==> src/trigger_input_terminal_pkg.sv <==
// shared constants and types for the measurement trigger controller
package trigger_input_terminal_pkg;
    // ---------------------------------------------------------------
    // register map (byte addresses)
    // ---------------------------------------------------------------
    localparam logic [7:0] OFS_CTRL   = 8'h00;
    localparam logic [7:0] OFS_DELAY  = 8'h04;
    localparam logic [7:0] OFS_CMD    = 8'h08;
    localparam logic [7:0] OFS_STATUS = 8'h0c;
    localparam logic [7:0] OFS_MODE   = 8'h10;
    localparam logic [7:0] OFS_RES    = 8'h14;
    localparam logic [7:0] OFS_VOLT   = 8'h18;
    // ---------------------------------------------------------------
    // field positions
    // ---------------------------------------------------------------
    localparam int CTRL_SRC_EXT  = 0;
    localparam int CTRL_DLY_EN   = 1;
    localparam int CTRL_REPEAT   = 2;
    localparam int CMD_ARM       = 0;
    localparam int CMD_SOFT_TRG  = 1;
    localparam int ST_B_IDLE     = 0;
    localparam int ST_B_WAIT     = 1;
    localparam int ST_B_DELAY    = 2;
    localparam int ST_B_MEAS     = 3;
    localparam int ST_B_EXEC_ERR = 8;
    localparam int ST_B_RANGE    = 9;
    localparam int ST_B_VALID    = 10;
    // ---------------------------------------------------------------
    // widths, reset values, limits
    // ---------------------------------------------------------------
    localparam int DLY_W  = 14;
    localparam int DATA_W = 32;
    localparam logic [DLY_W-1:0] DELAY_MAX   = 14'h270f; // 9.999 s in ms
    localparam logic [DLY_W-1:0] DELAY_RESET = 14'h0000;
    localparam logic [2:0]       CTRL_RESET  = 3'h0;
    localparam logic [1:0]       MODE_BOTH   = 2'h0;
    localparam logic [1:0]       MODE_RES    = 2'h1;
    localparam logic [1:0]       MODE_VOLT   = 2'h2;
    localparam logic             ADDR_RES    = 1'b0;
    localparam logic             ADDR_VOLT   = 1'b1;
    // ---------------------------------------------------------------
    // timing
    // ---------------------------------------------------------------
    localparam int CLK_PERIOD_NS = 100;
    localparam int MS_NS         = 1000000;
    localparam int MS_CYCLES     = (MS_NS + CLK_PERIOD_NS - 1) / CLK_PERIOD_NS;
    localparam int PRESC_W       = 14;
    // ---------------------------------------------------------------
    // state types
    // ---------------------------------------------------------------
    typedef enum logic [1:0] {
        ST_IDLE    = 2'b00,
        ST_WAIT    = 2'b01,
        ST_DELAY   = 2'b10,
        ST_MEASURE = 2'b11
    } trigger_input_terminal_state_t;
    typedef enum logic [1:0] {
        BUS_IDLE  = 2'b00,
        BUS_FETCH = 2'b01,
        BUS_DONE  = 2'b10
    } bus_state_t;
endpackage

==> src/meas_store.sv <==
// small memory holding the latest resistance and voltage readings
`timescale 1ns/1ps
module meas_store
    import trigger_input_terminal_pkg::*;
#(
    parameter int WIDTH = 32,
    parameter int DEPTH = 2
)(
    input  wire logic                     mclk,
    input  wire logic                     wr_en,
    input  wire logic [$clog2(DEPTH)-1:0] wr_addr,
    input  wire logic [WIDTH-1:0]         wr_data,
    input  wire logic [$clog2(DEPTH)-1:0] rd_addr,
    output logic      [WIDTH-1:0]         rd_data
);
    logic [WIDTH-1:0] mem [DEPTH];
    logic [WIDTH-1:0] rd_data_reg;

    // ---------------------------------------------------------------
    // storage
    // ---------------------------------------------------------------
    // no reset on the array so it maps onto plain ram cells
    always_ff @(posedge mclk)
    begin
        if (wr_en)
        begin
            mem[wr_addr] <= wr_data;
        end
        rd_data_reg <= mem[rd_addr];
    end

    assign rd_data = rd_data_reg;
endmodule

==> src/delay_timer.sv <==
// millisecond countdown used to hold off measurement after a trigger
`timescale 1ns/1ps
module delay_timer
    import trigger_input_terminal_pkg::*;
#(
    parameter int CYCLES_PER_MS = MS_CYCLES
)(
    input  wire logic             mclk,
    input  wire logic             reset_n,
    input  wire logic             start,
    input  wire logic [DLY_W-1:0] interval_ms,
    output logic                  done
);
    localparam logic [PRESC_W-1:0] PRESC_LAST = PRESC_W'(CYCLES_PER_MS - 1);

    logic               run_reg,   run_next;
    logic [PRESC_W-1:0] presc_reg, presc_next;
    logic [DLY_W-1:0]   ms_reg,    ms_next;
    logic               done_reg,  done_next;

    // ---------------------------------------------------------------
    // countdown
    // ---------------------------------------------------------------
    // a zero interval finishes on the next edge, never waits a tick
    always_comb
    begin
        run_next   = run_reg;
        presc_next = presc_reg;
        ms_next    = ms_reg;
        done_next  = 1'b0;
        if (start)
        begin
            presc_next = '0;
            ms_next    = interval_ms;
            run_next   = (interval_ms != '0);
            done_next  = (interval_ms == '0);
        end
        else if (run_reg)
        begin
            if (presc_reg == PRESC_LAST)
            begin
                presc_next = '0;
                ms_next    = ms_reg - 1'b1;
                if (ms_reg == DLY_W'(1))
                begin
                    run_next  = 1'b0;
                    done_next = 1'b1;
                end
            end
            else
            begin
                presc_next = presc_reg + 1'b1;
            end
        end
    end

    always_ff @(posedge mclk or negedge reset_n)
    begin
        if (!reset_n)
        begin
            run_reg   <= 1'b0;
            presc_reg <= '0;
            ms_reg    <= '0;
            done_reg  <= 1'b0;
        end
        else
        begin
            run_reg   <= run_next;
            presc_reg <= presc_next;
            ms_reg    <= ms_next;
            done_reg  <= done_next;
        end
    end

    assign done = done_reg;
endmodule

==> src/measurement_trigger_control.sv <==
// trigger sequencing and register file of the measurement controller
//
// Operation
// - an arm command while idle moves the sequencer into trigger-wait.
// - an arm command while repeat measurement is on is refused with an execution error.
// - with the internal source, arming gives one immediate measurement and then idle.
// - with the external source, arming waits for one outside trigger, measures once, then idles.
// - software picks internal or external; external accepts key, terminal or soft trigger.
// - the selected source can be read back.
// - a delay-enable flag is written and read back as on or off.
// - a delay interval of 0 to 9.999 s in whole milliseconds is stored.
// - the stored interval reads back as a millisecond count in that range.
// - the latest measurement for the active mode reads back without any trigger.
// - after a measurement the sequencer idles if repeat is off and rewaits if it is on.
// - triggers of any source are ignored while idle.
`timescale 1ns/1ps
module measurement_trigger_control
    import trigger_input_terminal_pkg::*;
#(
    parameter int CYCLES_PER_MS = MS_CYCLES
)(
    input  wire logic              mclk,
    input  wire logic              reset_n,
    input  wire logic [7:0]        avs_address,
    input  wire logic              avs_read,
    input  wire logic              avs_write,
    input  wire logic [DATA_W-1:0] avs_writedata,
    input  wire logic [3:0]        avs_byteenable,
    output logic      [DATA_W-1:0] avs_readdata,
    output logic                   avs_waitrequest,
    input  wire logic              trigger_key_in,
    input  wire logic              trigger_input_terminal,
    input  wire logic              meas_done,
    input  wire logic [DATA_W-1:0] meas_res,
    input  wire logic [DATA_W-1:0] meas_volt,
    output logic                   meas_start,
    output logic                   trigger_wait,
    output logic                   outside_trigger_indicator
);
    // ---------------------------------------------------------------
    // helpers
    // ---------------------------------------------------------------
    // byte-lane merge for delay register writes
    function automatic logic [DATA_W-1:0] be_merge(input logic [DATA_W-1:0] old_v,
                                                   input logic [DATA_W-1:0] new_v,
                                                   input logic [3:0]        be);
        logic [DATA_W-1:0] r;
        r = old_v;
        for (int i = 0; i < 4; i++)
        begin
            r[i*8 +: 8] = be[i] ? new_v[i*8 +: 8] : r[i*8 +: 8];
        end
        return r;
    endfunction

    // ---------------------------------------------------------------
    // declarations
    // ---------------------------------------------------------------
    bus_state_t        bus_reg,   bus_next;
    logic              wait_reg,  wait_next;
    logic [DATA_W-1:0] rdata_reg, rdata_next;
    logic [2:0]        ctrl_reg,  ctrl_next;
    logic [DLY_W-1:0]  delay_reg, delay_next;
    logic [1:0]        mode_reg,  mode_next;
    logic              eerr_reg,  eerr_next;
    logic              rerr_reg,  rerr_next;
    logic              valid_reg, valid_next;
    trigger_input_terminal_state_t       st_reg,    st_next;
    logic              start_reg, start_next;
    logic              volt_pend_reg, volt_pend_next;
    logic [DATA_W-1:0] volt_hold_reg, volt_hold_next;
    logic [2:0]        key_sync_reg, term_sync_reg;
    logic              ext_ind_reg, tw_reg;
    logic              wr_acc, arm_cmd, soft_trg, key_rise, term_rise, trigger_input_terminal_hit;
    logic              dly_start, dly_done, mem_wr, mem_wa, mem_ra;
    logic [DATA_W-1:0] mem_wd, mem_rd, merged;

    // ---------------------------------------------------------------
    // pin synchronisers
    // ---------------------------------------------------------------
    // stage 0 is only read by stage 1; edges come from stages 1 and 2
    always_ff @(posedge mclk or negedge reset_n)
    begin
        if (!reset_n)
        begin
            key_sync_reg  <= 3'h0;
            term_sync_reg <= 3'h0;
        end
        else
        begin
            key_sync_reg  <= {key_sync_reg[1:0], trigger_key_in};
            term_sync_reg <= {term_sync_reg[1:0], trigger_input_terminal};
        end
    end

    assign key_rise  = key_sync_reg[1] & ~key_sync_reg[2];
    assign term_rise = term_sync_reg[1] & ~term_sync_reg[2];

    // ---------------------------------------------------------------
    // avalon slave handshake
    // ---------------------------------------------------------------
    // two cycles of wait give the store time to deliver registered data
    assign wr_acc   = (bus_reg == BUS_DONE) & avs_write;
    assign arm_cmd  = wr_acc & (avs_address == OFS_CMD) & avs_byteenable[0]
                    & avs_writedata[CMD_ARM];
    assign soft_trg = wr_acc & (avs_address == OFS_CMD) & avs_byteenable[0]
                    & avs_writedata[CMD_SOFT_TRG];
    assign mem_ra   = (avs_address == OFS_VOLT) ? ADDR_VOLT : ADDR_RES;
    assign merged   = be_merge(DATA_W'(delay_reg), avs_writedata, avs_byteenable);

    always_comb
    begin
        bus_next   = bus_reg;
        wait_next  = wait_reg;
        rdata_next = rdata_reg;
        case (bus_reg)
            BUS_IDLE:
            begin
                if (avs_read | avs_write)
                begin
                    bus_next = BUS_FETCH;
                end
            end
            BUS_FETCH:
            begin
                bus_next  = BUS_DONE;
                wait_next = 1'b0;
                rdata_next = '0;
                if (avs_address == OFS_CTRL)
                begin
                    rdata_next[2:0] = ctrl_reg;
                end
                else if (avs_address == OFS_DELAY)
                begin
                    rdata_next[DLY_W-1:0] = delay_reg;
                end
                else if (avs_address == OFS_STATUS)
                begin
                    rdata_next[ST_B_MEAS:ST_B_IDLE] = 4'h1 << st_reg; // codes match bits
                    rdata_next[ST_B_EXEC_ERR] = eerr_reg;
                    rdata_next[ST_B_RANGE]    = rerr_reg;
                    rdata_next[ST_B_VALID]    = valid_reg;
                end
                else if (avs_address == OFS_MODE)
                begin
                    rdata_next[1:0] = mode_reg;
                end
                else if ((avs_address == OFS_RES && mode_reg != MODE_VOLT)
                         || (avs_address == OFS_VOLT && mode_reg != MODE_RES))
                begin
                    // fetch only reads the store, it never triggers
                    rdata_next = mem_rd;
                end
            end
            // the done cycle lands here and returns to idle
            default:
            begin
                bus_next  = BUS_IDLE;
                wait_next = 1'b1;
            end
        endcase
    end

    always_ff @(posedge mclk or negedge reset_n)
    begin
        if (!reset_n)
        begin
            bus_reg   <= BUS_IDLE;
            wait_reg  <= 1'b1;
            rdata_reg <= '0;
        end
        else
        begin
            bus_reg   <= bus_next;
            wait_reg  <= wait_next;
            rdata_reg <= rdata_next;
        end
    end

    // ---------------------------------------------------------------
    // configuration registers and sticky errors
    // ---------------------------------------------------------------
    // an error raised in the clearing cycle survives the clear
    always_comb
    begin
        ctrl_next  = ctrl_reg;
        delay_next = delay_reg;
        mode_next  = mode_reg;
        eerr_next  = eerr_reg;
        rerr_next  = rerr_reg;
        if (wr_acc & (avs_address == OFS_CTRL) & avs_byteenable[0])
        begin
            ctrl_next = avs_writedata[2:0];
        end
        else if (wr_acc & (avs_address == OFS_DELAY))
        begin
            // out-of-range values keep the old interval and raise the range flag
            rerr_next  = rerr_reg | (merged > DATA_W'(DELAY_MAX));
            delay_next = (merged > DATA_W'(DELAY_MAX)) ? delay_reg : merged[DLY_W-1:0];
        end
        else if (wr_acc & (avs_address == OFS_MODE) & avs_byteenable[0])
        begin
            mode_next = avs_writedata[1:0];
        end
        else if (wr_acc & (avs_address == OFS_STATUS) & avs_byteenable[1])
        begin
            eerr_next = eerr_reg & ~avs_writedata[ST_B_EXEC_ERR];
            rerr_next = rerr_reg & ~avs_writedata[ST_B_RANGE];
        end
        eerr_next = eerr_next | (arm_cmd & ctrl_reg[CTRL_REPEAT]);
    end

    always_ff @(posedge mclk or negedge reset_n)
    begin
        if (!reset_n)
        begin
            ctrl_reg    <= CTRL_RESET;
            delay_reg   <= DELAY_RESET;
            mode_reg    <= MODE_BOTH;
            eerr_reg    <= 1'b0;
            rerr_reg    <= 1'b0;
            ext_ind_reg <= 1'b0;
        end
        else
        begin
            ctrl_reg    <= ctrl_next;
            delay_reg   <= delay_next;
            mode_reg    <= mode_next;
            eerr_reg    <= eerr_next;
            rerr_reg    <= rerr_next;
            ext_ind_reg <= ctrl_next[CTRL_SRC_EXT];
        end
    end

    // ---------------------------------------------------------------
    // trigger sequencer
    // ---------------------------------------------------------------
    // internal source fires as soon as trigger-wait is reached
    assign trigger_input_terminal_hit  = ctrl_reg[CTRL_SRC_EXT] ?
                       (key_rise | term_rise | soft_trg) : 1'b1;
    assign dly_start = (st_reg == ST_WAIT) & trigger_input_terminal_hit & ctrl_reg[CTRL_DLY_EN];

    always_comb
    begin
        st_next    = st_reg;
        start_next = 1'b0;
        case (st_reg)
            ST_IDLE:
            begin
                // triggers are not looked at here; repeat on waits at once
                if (arm_cmd | ctrl_reg[CTRL_REPEAT])
                begin
                    st_next = ST_WAIT;
                end
            end
            ST_WAIT:
            begin
                if (trigger_input_terminal_hit)
                begin
                    st_next    = ctrl_reg[CTRL_DLY_EN] ? ST_DELAY : ST_MEASURE;
                    start_next = ~ctrl_reg[CTRL_DLY_EN];
                end
            end
            ST_DELAY:
            begin
                if (dly_done)
                begin
                    st_next    = ST_MEASURE;
                    start_next = 1'b1;
                end
            end
            ST_MEASURE:
            begin
                if (meas_done)
                begin
                    st_next = ctrl_reg[CTRL_REPEAT] ? ST_WAIT : ST_IDLE;
                end
            end
            default:
            begin
                st_next = ST_IDLE;
            end
        endcase
    end

    always_ff @(posedge mclk or negedge reset_n)
    begin
        if (!reset_n)
        begin
            st_reg    <= ST_IDLE;
            start_reg <= 1'b0;
            tw_reg    <= 1'b0;
        end
        else
        begin
            st_reg    <= st_next;
            start_reg <= start_next;
            tw_reg    <= (st_next == ST_WAIT);
        end
    end

    delay_timer #(.CYCLES_PER_MS (CYCLES_PER_MS)) u_delay (
        .mclk        (mclk),
        .reset_n     (reset_n),
        .start       (dly_start),
        .interval_ms (delay_reg),
        .done        (dly_done)
    );

    // ---------------------------------------------------------------
    // result capture
    // ---------------------------------------------------------------
    // one write port, so voltage follows resistance by one cycle
    assign mem_wr = (st_reg == ST_MEASURE & meas_done) | volt_pend_reg;
    assign mem_wa = volt_pend_reg ? ADDR_VOLT : ADDR_RES;
    assign mem_wd = volt_pend_reg ? volt_hold_reg : meas_res;

    always_comb
    begin
        volt_pend_next = (st_reg == ST_MEASURE) & meas_done;
        volt_hold_next = volt_pend_next ? meas_volt : volt_hold_reg;
        valid_next     = valid_reg | volt_pend_reg;
    end

    always_ff @(posedge mclk or negedge reset_n)
    begin
        if (!reset_n)
        begin
            volt_pend_reg <= 1'b0;
            volt_hold_reg <= '0;
            valid_reg     <= 1'b0;
        end
        else
        begin
            volt_pend_reg <= volt_pend_next;
            volt_hold_reg <= volt_hold_next;
            valid_reg     <= valid_next;
        end
    end

    meas_store #(.WIDTH (DATA_W), .DEPTH (2)) u_store (
        .mclk    (mclk),
        .wr_en   (mem_wr),
        .wr_addr (mem_wa),
        .wr_data (mem_wd),
        .rd_addr (mem_ra),
        .rd_data (mem_rd)
    );

    // ---------------------------------------------------------------
    // outputs
    // ---------------------------------------------------------------
    assign avs_readdata              = rdata_reg;
    assign avs_waitrequest           = wait_reg;
    assign meas_start                = start_reg;
    assign trigger_wait              = tw_reg;
    assign outside_trigger_indicator = ext_ind_reg;
endmodule

==> config.mk <==
export PLATFORM = sky130hd
export DESIGN_NAME = measurement_trigger_control
export DESIGN_NICKNAME = d
export VERILOG_FILES = /design/src/trigger_input_terminal_pkg.sv /design/src/meas_store.sv /design/src/delay_timer.sv /design/src/measurement_trigger_control.sv
export SDC_FILE = /design/constraint.sdc
export NUM_CORES = 1
export LEC_CHECK = 0
export ABC_CLOCK_PERIOD_IN_PS = 3100
export BUFFER_PORTS_ARGS = -buffer_cell sky130_fd_sc_hd__buf_4
export CORE_UTILIZATION = 40
export DETAILED_ROUTE_END_ITERATION = 12
export PLACE_DENSITY_LB_ADDON = 0.3
export SLEW_MARGIN = 20
export SYNTH_ARGS = -nofsm -noshare
export SYNTH_HDL_FRONTEND = slang
export SYNTH_SLANG_ARGS = --single-unit
==> constraint.sdc <==
create_clock -name mclk -period 3.1 [get_ports mclk]
set_clock_uncertainty 0.05 [all_clocks]
set_input_delay 0 -clock mclk [delete_from_list [all_inputs] [get_ports mclk]]
set_output_delay 0 -clock mclk [all_outputs]
set_load 0.1 [all_outputs]
; Word level (Yosys, flattened, before mapping)
; Memory sizes are Yosys's and may differ from the RTL's. A register that Yosys moved wholly into a read port is not among the register bits.
; Cells that the tools add are included.
[classes]
add_sub_neg = 2
order_cmp = 1
n_eq_ne = 18
shift = 1
mux = 60
bitwise = 36
reduce_logical = 15
[ops]
columns = operator, n
row1 = two-way mux 32 bit, 7
row2 = two-way mux 14 bit, 7
row3 = greater-than comparator 32 x 14 -> 1 bit (second input constant), 1
row4 = two-way mux 8 bit, 4
row5 = two-way mux 30 bit, 1
row6 = two-way mux 29 bit, 1
row7 = equality test 8 x 5 -> 1 bit (second input constant), 3
row8 = two-way mux 1 bit, 24
row9 = two-way mux 21 bit, 1
row10 = bitwise AND 1 bit, 20
row11 = two-way mux 18 bit, 1
row12 = equality test 8 x 4 -> 1 bit (second input constant), 2
row13 = adder 14 x 1 -> 14 bit (second input constant), 1
row14 = equality test 14 x 1 -> 1 bit (second input constant), 1
row15 = equality test 14 bit (second input constant), 1
row16 = zero test 14 bit, 1
row17 = nonzero test 14 bit, 1
row18 = subtractor 14 x 1 -> 14 bit (second input constant), 1
row19 = two-way mux 2 bit, 6
row20 = AND reduction 3 bit, 3
row21 = equality test 8 x 3 -> 1 bit (second input constant), 1
row22 = zero test 8 bit, 1
row23 = two-way mux 4 bit, 2
row24 = inverter 1 bit, 8
row25 = other kinds (15), 34
[word_totals]
regBits = 130
mem_bits_rw = 64
input_bits = 115
out_inout_bits = 36
word_cells = 155
mem_count = 1
[mem_list]
columns = memory, words, word_bits, read_ports, rd_ports_with_merged_regs, wr, line
row1 = u_store.mem, 2, 32, 1, 1, 1, meas_store.sv:16  ; logic [WIDTH-1:0] mem [DEPTH];

; Depth between registers and ports, before layout
[logic_depth]
word_depth = 13
mapped_depth = 7
mapped_depth_nobuf = 7

; Cells and area by module
; Synthesis repeated with hierarchy kept, for this count alone.
[unflattened]
cells_unflattened = 755
hier_area_um2 = 9680.5
[modules_own_cells]
columns = mod, instances, cells_each, area_each_um2
row1 = measurement_trigger_control, 1, 436, 4833.4
row2 = meas_store, 1, 134, 3119.2
row3 = delay_timer, 1, 185, 1727.9

; Worst setup path after synthesis
; Ideal clock, no wire load.
[synth_timing]
path_type = reg2reg
startpoint = register st_reg[0]
endpoint = memory u_store.mem[0][0] (enable)
setup_time_ns = 0.421
t_arrival_ns = 2.411
slack_ns = 0.218
stages_incl_launch_ff = 5
period_less_slack_ns = 2.882
cell_sequence = dfrtp_1 > ha_1 > nand2_1 > clkbuf_1 > nor2_1
[synth_via]
elab_chain_len = 5
[synth_rtl]
columns = item, line
row1 = from (decl), measurement_trigger_control.sv:68  ; trigger_input_terminal_state_t st_reg, st_next;
row2 = from (signal assigned), measurement_trigger_control.sv:296  ; st_reg <= st_next;
row3 = equality test 2 bit, measurement_trigger_control.sv:314  ; assign mem_wr = (st_reg == ST_MEASURE & meas_done) | volt_pend_reg;
row4 = bitwise AND 1 bit, measurement_trigger_control.sv:314
row5 = OR 1 bit, measurement_trigger_control.sv:314
row6 = two-way mux 1 bit, meas_store.sv:25  ; if (wr_en)
row7 = two-way mux 1 bit (not written as such), meas_store.sv:27  ; mem[wr_addr] <= wr_data;
row8 = to (decl), meas_store.sv:16
; Every way passes these cells.

; Worst setup path in the final report
[layout_timing]
startpoint = input avs_address[6]
endpoint = register rerr_reg
[layout_via]
elab_chain_len = 5
elab_cells_between_ends = 16
[layout_rtl]
columns = item, line
row1 = from (decl), measurement_trigger_control.sv:24  ; input wire logic [7:0] avs_address,
row2 = equality test 8 x 5 -> 1 bit (tied with other cells), measurement_trigger_control.sv:201  ; else if (wr_acc & (avs_address == OFS_MODE) & avs_byteenable[0])
row3 = "bitwise AND 1 bit, on equally long branches (2 in series)", "measurement_trigger_control.sv:201, measurement_trigger_control.sv:191, measurement_trigger_control.sv:205"
row4 = != test 2 bit (no line) (tied with other cells), -
row5 = AND reduction 3 bit (no line), -
row6 = to (signal assigned), measurement_trigger_control.sv:230  ; rerr_reg <= rerr_next;
row7 = to (decl), measurement_trigger_control.sv:66  ; logic rerr_reg, rerr_next;
; Several ways; a longest one is shown, not always the timed one.
; A chain may end at the register's enable or synchronous reset.

==> summary.md <==
| Metric | Value |
|---|---|
| Sequential area share after synthesis | `0.623` |
| Root Driver | `clkbuf_16` |
| 1st-iter DRT viols | `382` |
| Clock Latency Late Sink | `0.52 ns` |
| Dpl ws | `0.728 ns` |
| WP data arrival | `3.16 ns` |
| Post-synthesis mux area share | `0.150` |
| Pleak | `5.46 nW` |
| CP Launch Type | `input port` |
| EDFF count, synth | `64` |
| MaxCap Viol Count | `0` |
| Row count | `55` |
| Synthesized area per cell | `12.8 um^2` |
| Num CTS Buffers | `24` |
| Max reg flops | `64` |
| Vias per inst | `4.98` |
| Die ar. | `24,000 um^2` |
| Syn Inst Count | `730` |
| Layout cells sized above 1 | `0.341` |
| Ant. Diodes | `0` |
| Core area | `22,800 um^2` |
| CTS Buffer Depth | `3` |
| Worst Setup Slack, final | `0.275 ns` |
| RR Startpoint | `bus_reg[0]$_DFFE_PN0P_` |
| Flops & latches, synth | `226` |
| Worst Path Required | `3.44 ns` |
| Final wirelength | `22,000 um` |
| Final min period | `2.83 ns` |
| Most flop-heavy register | `u_store.mem` |
| Area of the multi-input gates | `3350 um^2` |
| Vias in the first global route | `6,787` |
| DRC | `0` |
| Setup TNS | `0 ns` |
| Critical path type | `input port to flip-flop` |
| Total track usage | `0.188` |
| Largest family of logic cells by synthesized area | `multiplexers` |
| Area of the mapped netlist | `9340 um^2` |
| Ys Warns | `0` |
| CTS sink count | `226` |
| Tot Pwr | `0.00846 W` |
| Critical Path End | `rerr_reg$_DFFE_PN0P_` |
| Cell count of the worst reg-to-reg path | `6` |
| Routed via count | `6,569` |
| Measured slew at the worst slew-check pin | `0.739 ns` |
| Initial antenna violation count | `0` |
| Share of flip-flops with an asynchronous set or reset | `0.575` |
| Postcts setup bufs | `0` |
| 1st-pass router iterations | `5` |
| Dpl hpwl | `14,400 um` |
| Synth Area in Adders | `0.00938` |
| Clock H-tree levels | `1` |
| CP Capture Type | `flip-flop` |
| Hold WC Path Type | `input port to flip-flop` |
| RR Endpoint | `rerr_reg$_DFFE_PN0P_` |
| Outcome | `complete, no violations` |
| Fin crit share | `0.911` |
| Reg2reg setup slack | `0.55 ns` |
| Final antenna-violating net count | `0` |
| Initial Util | `0.410` |
| Fmax achieved | `354 MHz` |
| GR Overflow Total | `0` |
| Worst-path fanout max | `8` |
| Layout area overhead | `34.9%` |
| Register Area | `5820 um^2` |
| Worst setup startpoint | `avs_address[6]` |
| Compound-cell area share of the yosys netlist | `0.0525` |
| Routability cong. | `0.861` |
| DR WL/cell | `16.7 um` |
| Post-synthesis simple-gate area fraction | `0.126` |
| Synth cell types | `60` |
| XOR/XNOR share of the synthesized area | `0.0188` |
| Reg clk slew, reported paths | `0.06 ns` |
| Max_slew headroom | `0.507` |
| Layout fillers | `1,905` |
| CTS tree | `done` |
| First-pass GRT wire length | `35,800 um` |
| Final #Nets | `1,111` |
| I/O Buffers | `150` |
| Final setup vio count | `0` |
| Height of the die | `155 um` |
| PD cells | `671 nW/um^2` |
| RSZ-0062 raised after global routing | `no` |
| Ports | `151` |
| Die width | `155 um` |
| Largest net degree at the start of global routing | `78` |
| Ys flop type | `dfrtp_1` |
| Final Util | `0.553` |
| Syn Nets | `852` |
| Hold Vio Cnt, Final | `0` |
| Pins Over Slew Limit | `0` |
| Maximum vdd drop | `378 uV` |
## per-stage QoR
stage	instances	hold slack [ns]	area, um^2
CTS	1320	0.00691	12600
floorplan	730	-0.346	9340
finish	1320	0.0240	12600
global placement	1181	0.0414	10900
global route	1320	0.0462	12600
detailed placement	1181	0.0409	10900
## final cells by class
type                    instances  share of cell area
clock buffers                  34              0.0522
clock inverters                10             0.00685
inverters                      17             0.00506
multi-input cells             456               0.266
flip-flops and latches        226               0.462
well taps                     313              0.0311
repair buffers                264               0.177
## placed cells by master, fill, tap and decap left out, types with 9 or more instances in the layout
master,netlist,layout
clkbuf_16,0,24
nand3_1,33,32
xor2_1,12,12
dfrtp_1,129,128
nor4_1,13,13
dlygate4sd3_1,0,95
edfxtp_1,64,64
dfxtp_1,32,32
o21ai_0,18,18
a22oi_1,9,9
nor2_1,36,35
inv_1,17,17
a21oi_1,11,10
mux2_2,123,123
nand4_1,18,18
nand2_1,83,82
nor3_1,9,9
buf_4,0,167
## timing repair
item,in CTS,in global routing
gates resized for setup,0,0
endpoints found under the hold margin,203,0
hold buffers,95,0
## report_power, final
part           total (W)  leakage, nW  internal [W]  switching, W
Sequential       0.00389         2.56       0.00364      0.000247
Combinational    0.00188         2.53      0.000779       0.00110
Clock            0.00270        0.363       0.00157       0.00113
## layer usage
metal	vias to the layer above	wire (um)	track usage
met5	-	0	0
met4	0	379	0.0453
met3	35	1490	0.0429
met2	186	10400	0.309
met1	3192	9750	0.252
li1	3156	-	-
## synth_stat cells (8+ instances only)
cell type / instances / area (um^2)
a21oi_1: 11 / 55.1
a22oi_1: 9 / 67.6
clkbuf_1: 22 / 82.6
dfrtp_1: 129 / 3230
dfxtp_1: 32 / 641
edfxtp_1: 64 / 1920
inv_1: 17 / 63.8
mux2_2: 123 / 1390
nand2_1: 83 / 312
nand3_1: 33 / 165
nand4_1: 18 / 113
nor2_1: 36 / 135
nor3_1: 9 / 45.0
nor4_1: 13 / 81.3
o21ai_0: 18 / 90.1
xnor2_1: 8 / 70.1
xor2_1: 12 / 105
## how the worst min path moves through the flow
stage | start | end | slack, ns | cells past startpoint
2_1_floorplan | reset_n | avs_readdata[0]$_DFFE_PN0N_ | -0.35 | 0
3_3_place_gp | reset_n | avs_readdata[28]$_DFFE_PN0N_ | 0.04 | 1
3_5_place_dp | reset_n | avs_readdata[28]$_DFFE_PN0N_ | 0.04 | 1
4_1_cts | meas_done | st_reg[0]$_DFF_PN0_ | 0.007 | 6
5_1_grt | avs_address[0] | avs_readdata[8]$_DFFE_PN0N_ | 0.05 | 5
6_report | meas_done | st_reg[0]$_DFF_PN0_ | 0.02 | 6
## worst max-delay path, stage by stage
cell and delay (ns):
dlygate4sd3_1 0.53, buf_4 0.13, nor3_2 0.38, and3_1 0.44, and4_1 0.29, dlygate4sd3_1 0.58
nand2_1 0.06, a32o_1 0.19, dlygate4sd3_1 0.55
## kinds of logic after synthesis
family / Yosys count
fa+ha+maj: 7
xor+xnor: 20
compound gates: 74
flops: 226
mux: 125
buf+inv: 48
simple gates: 230
No activity file was read; power rests on OpenSTA's default activity.
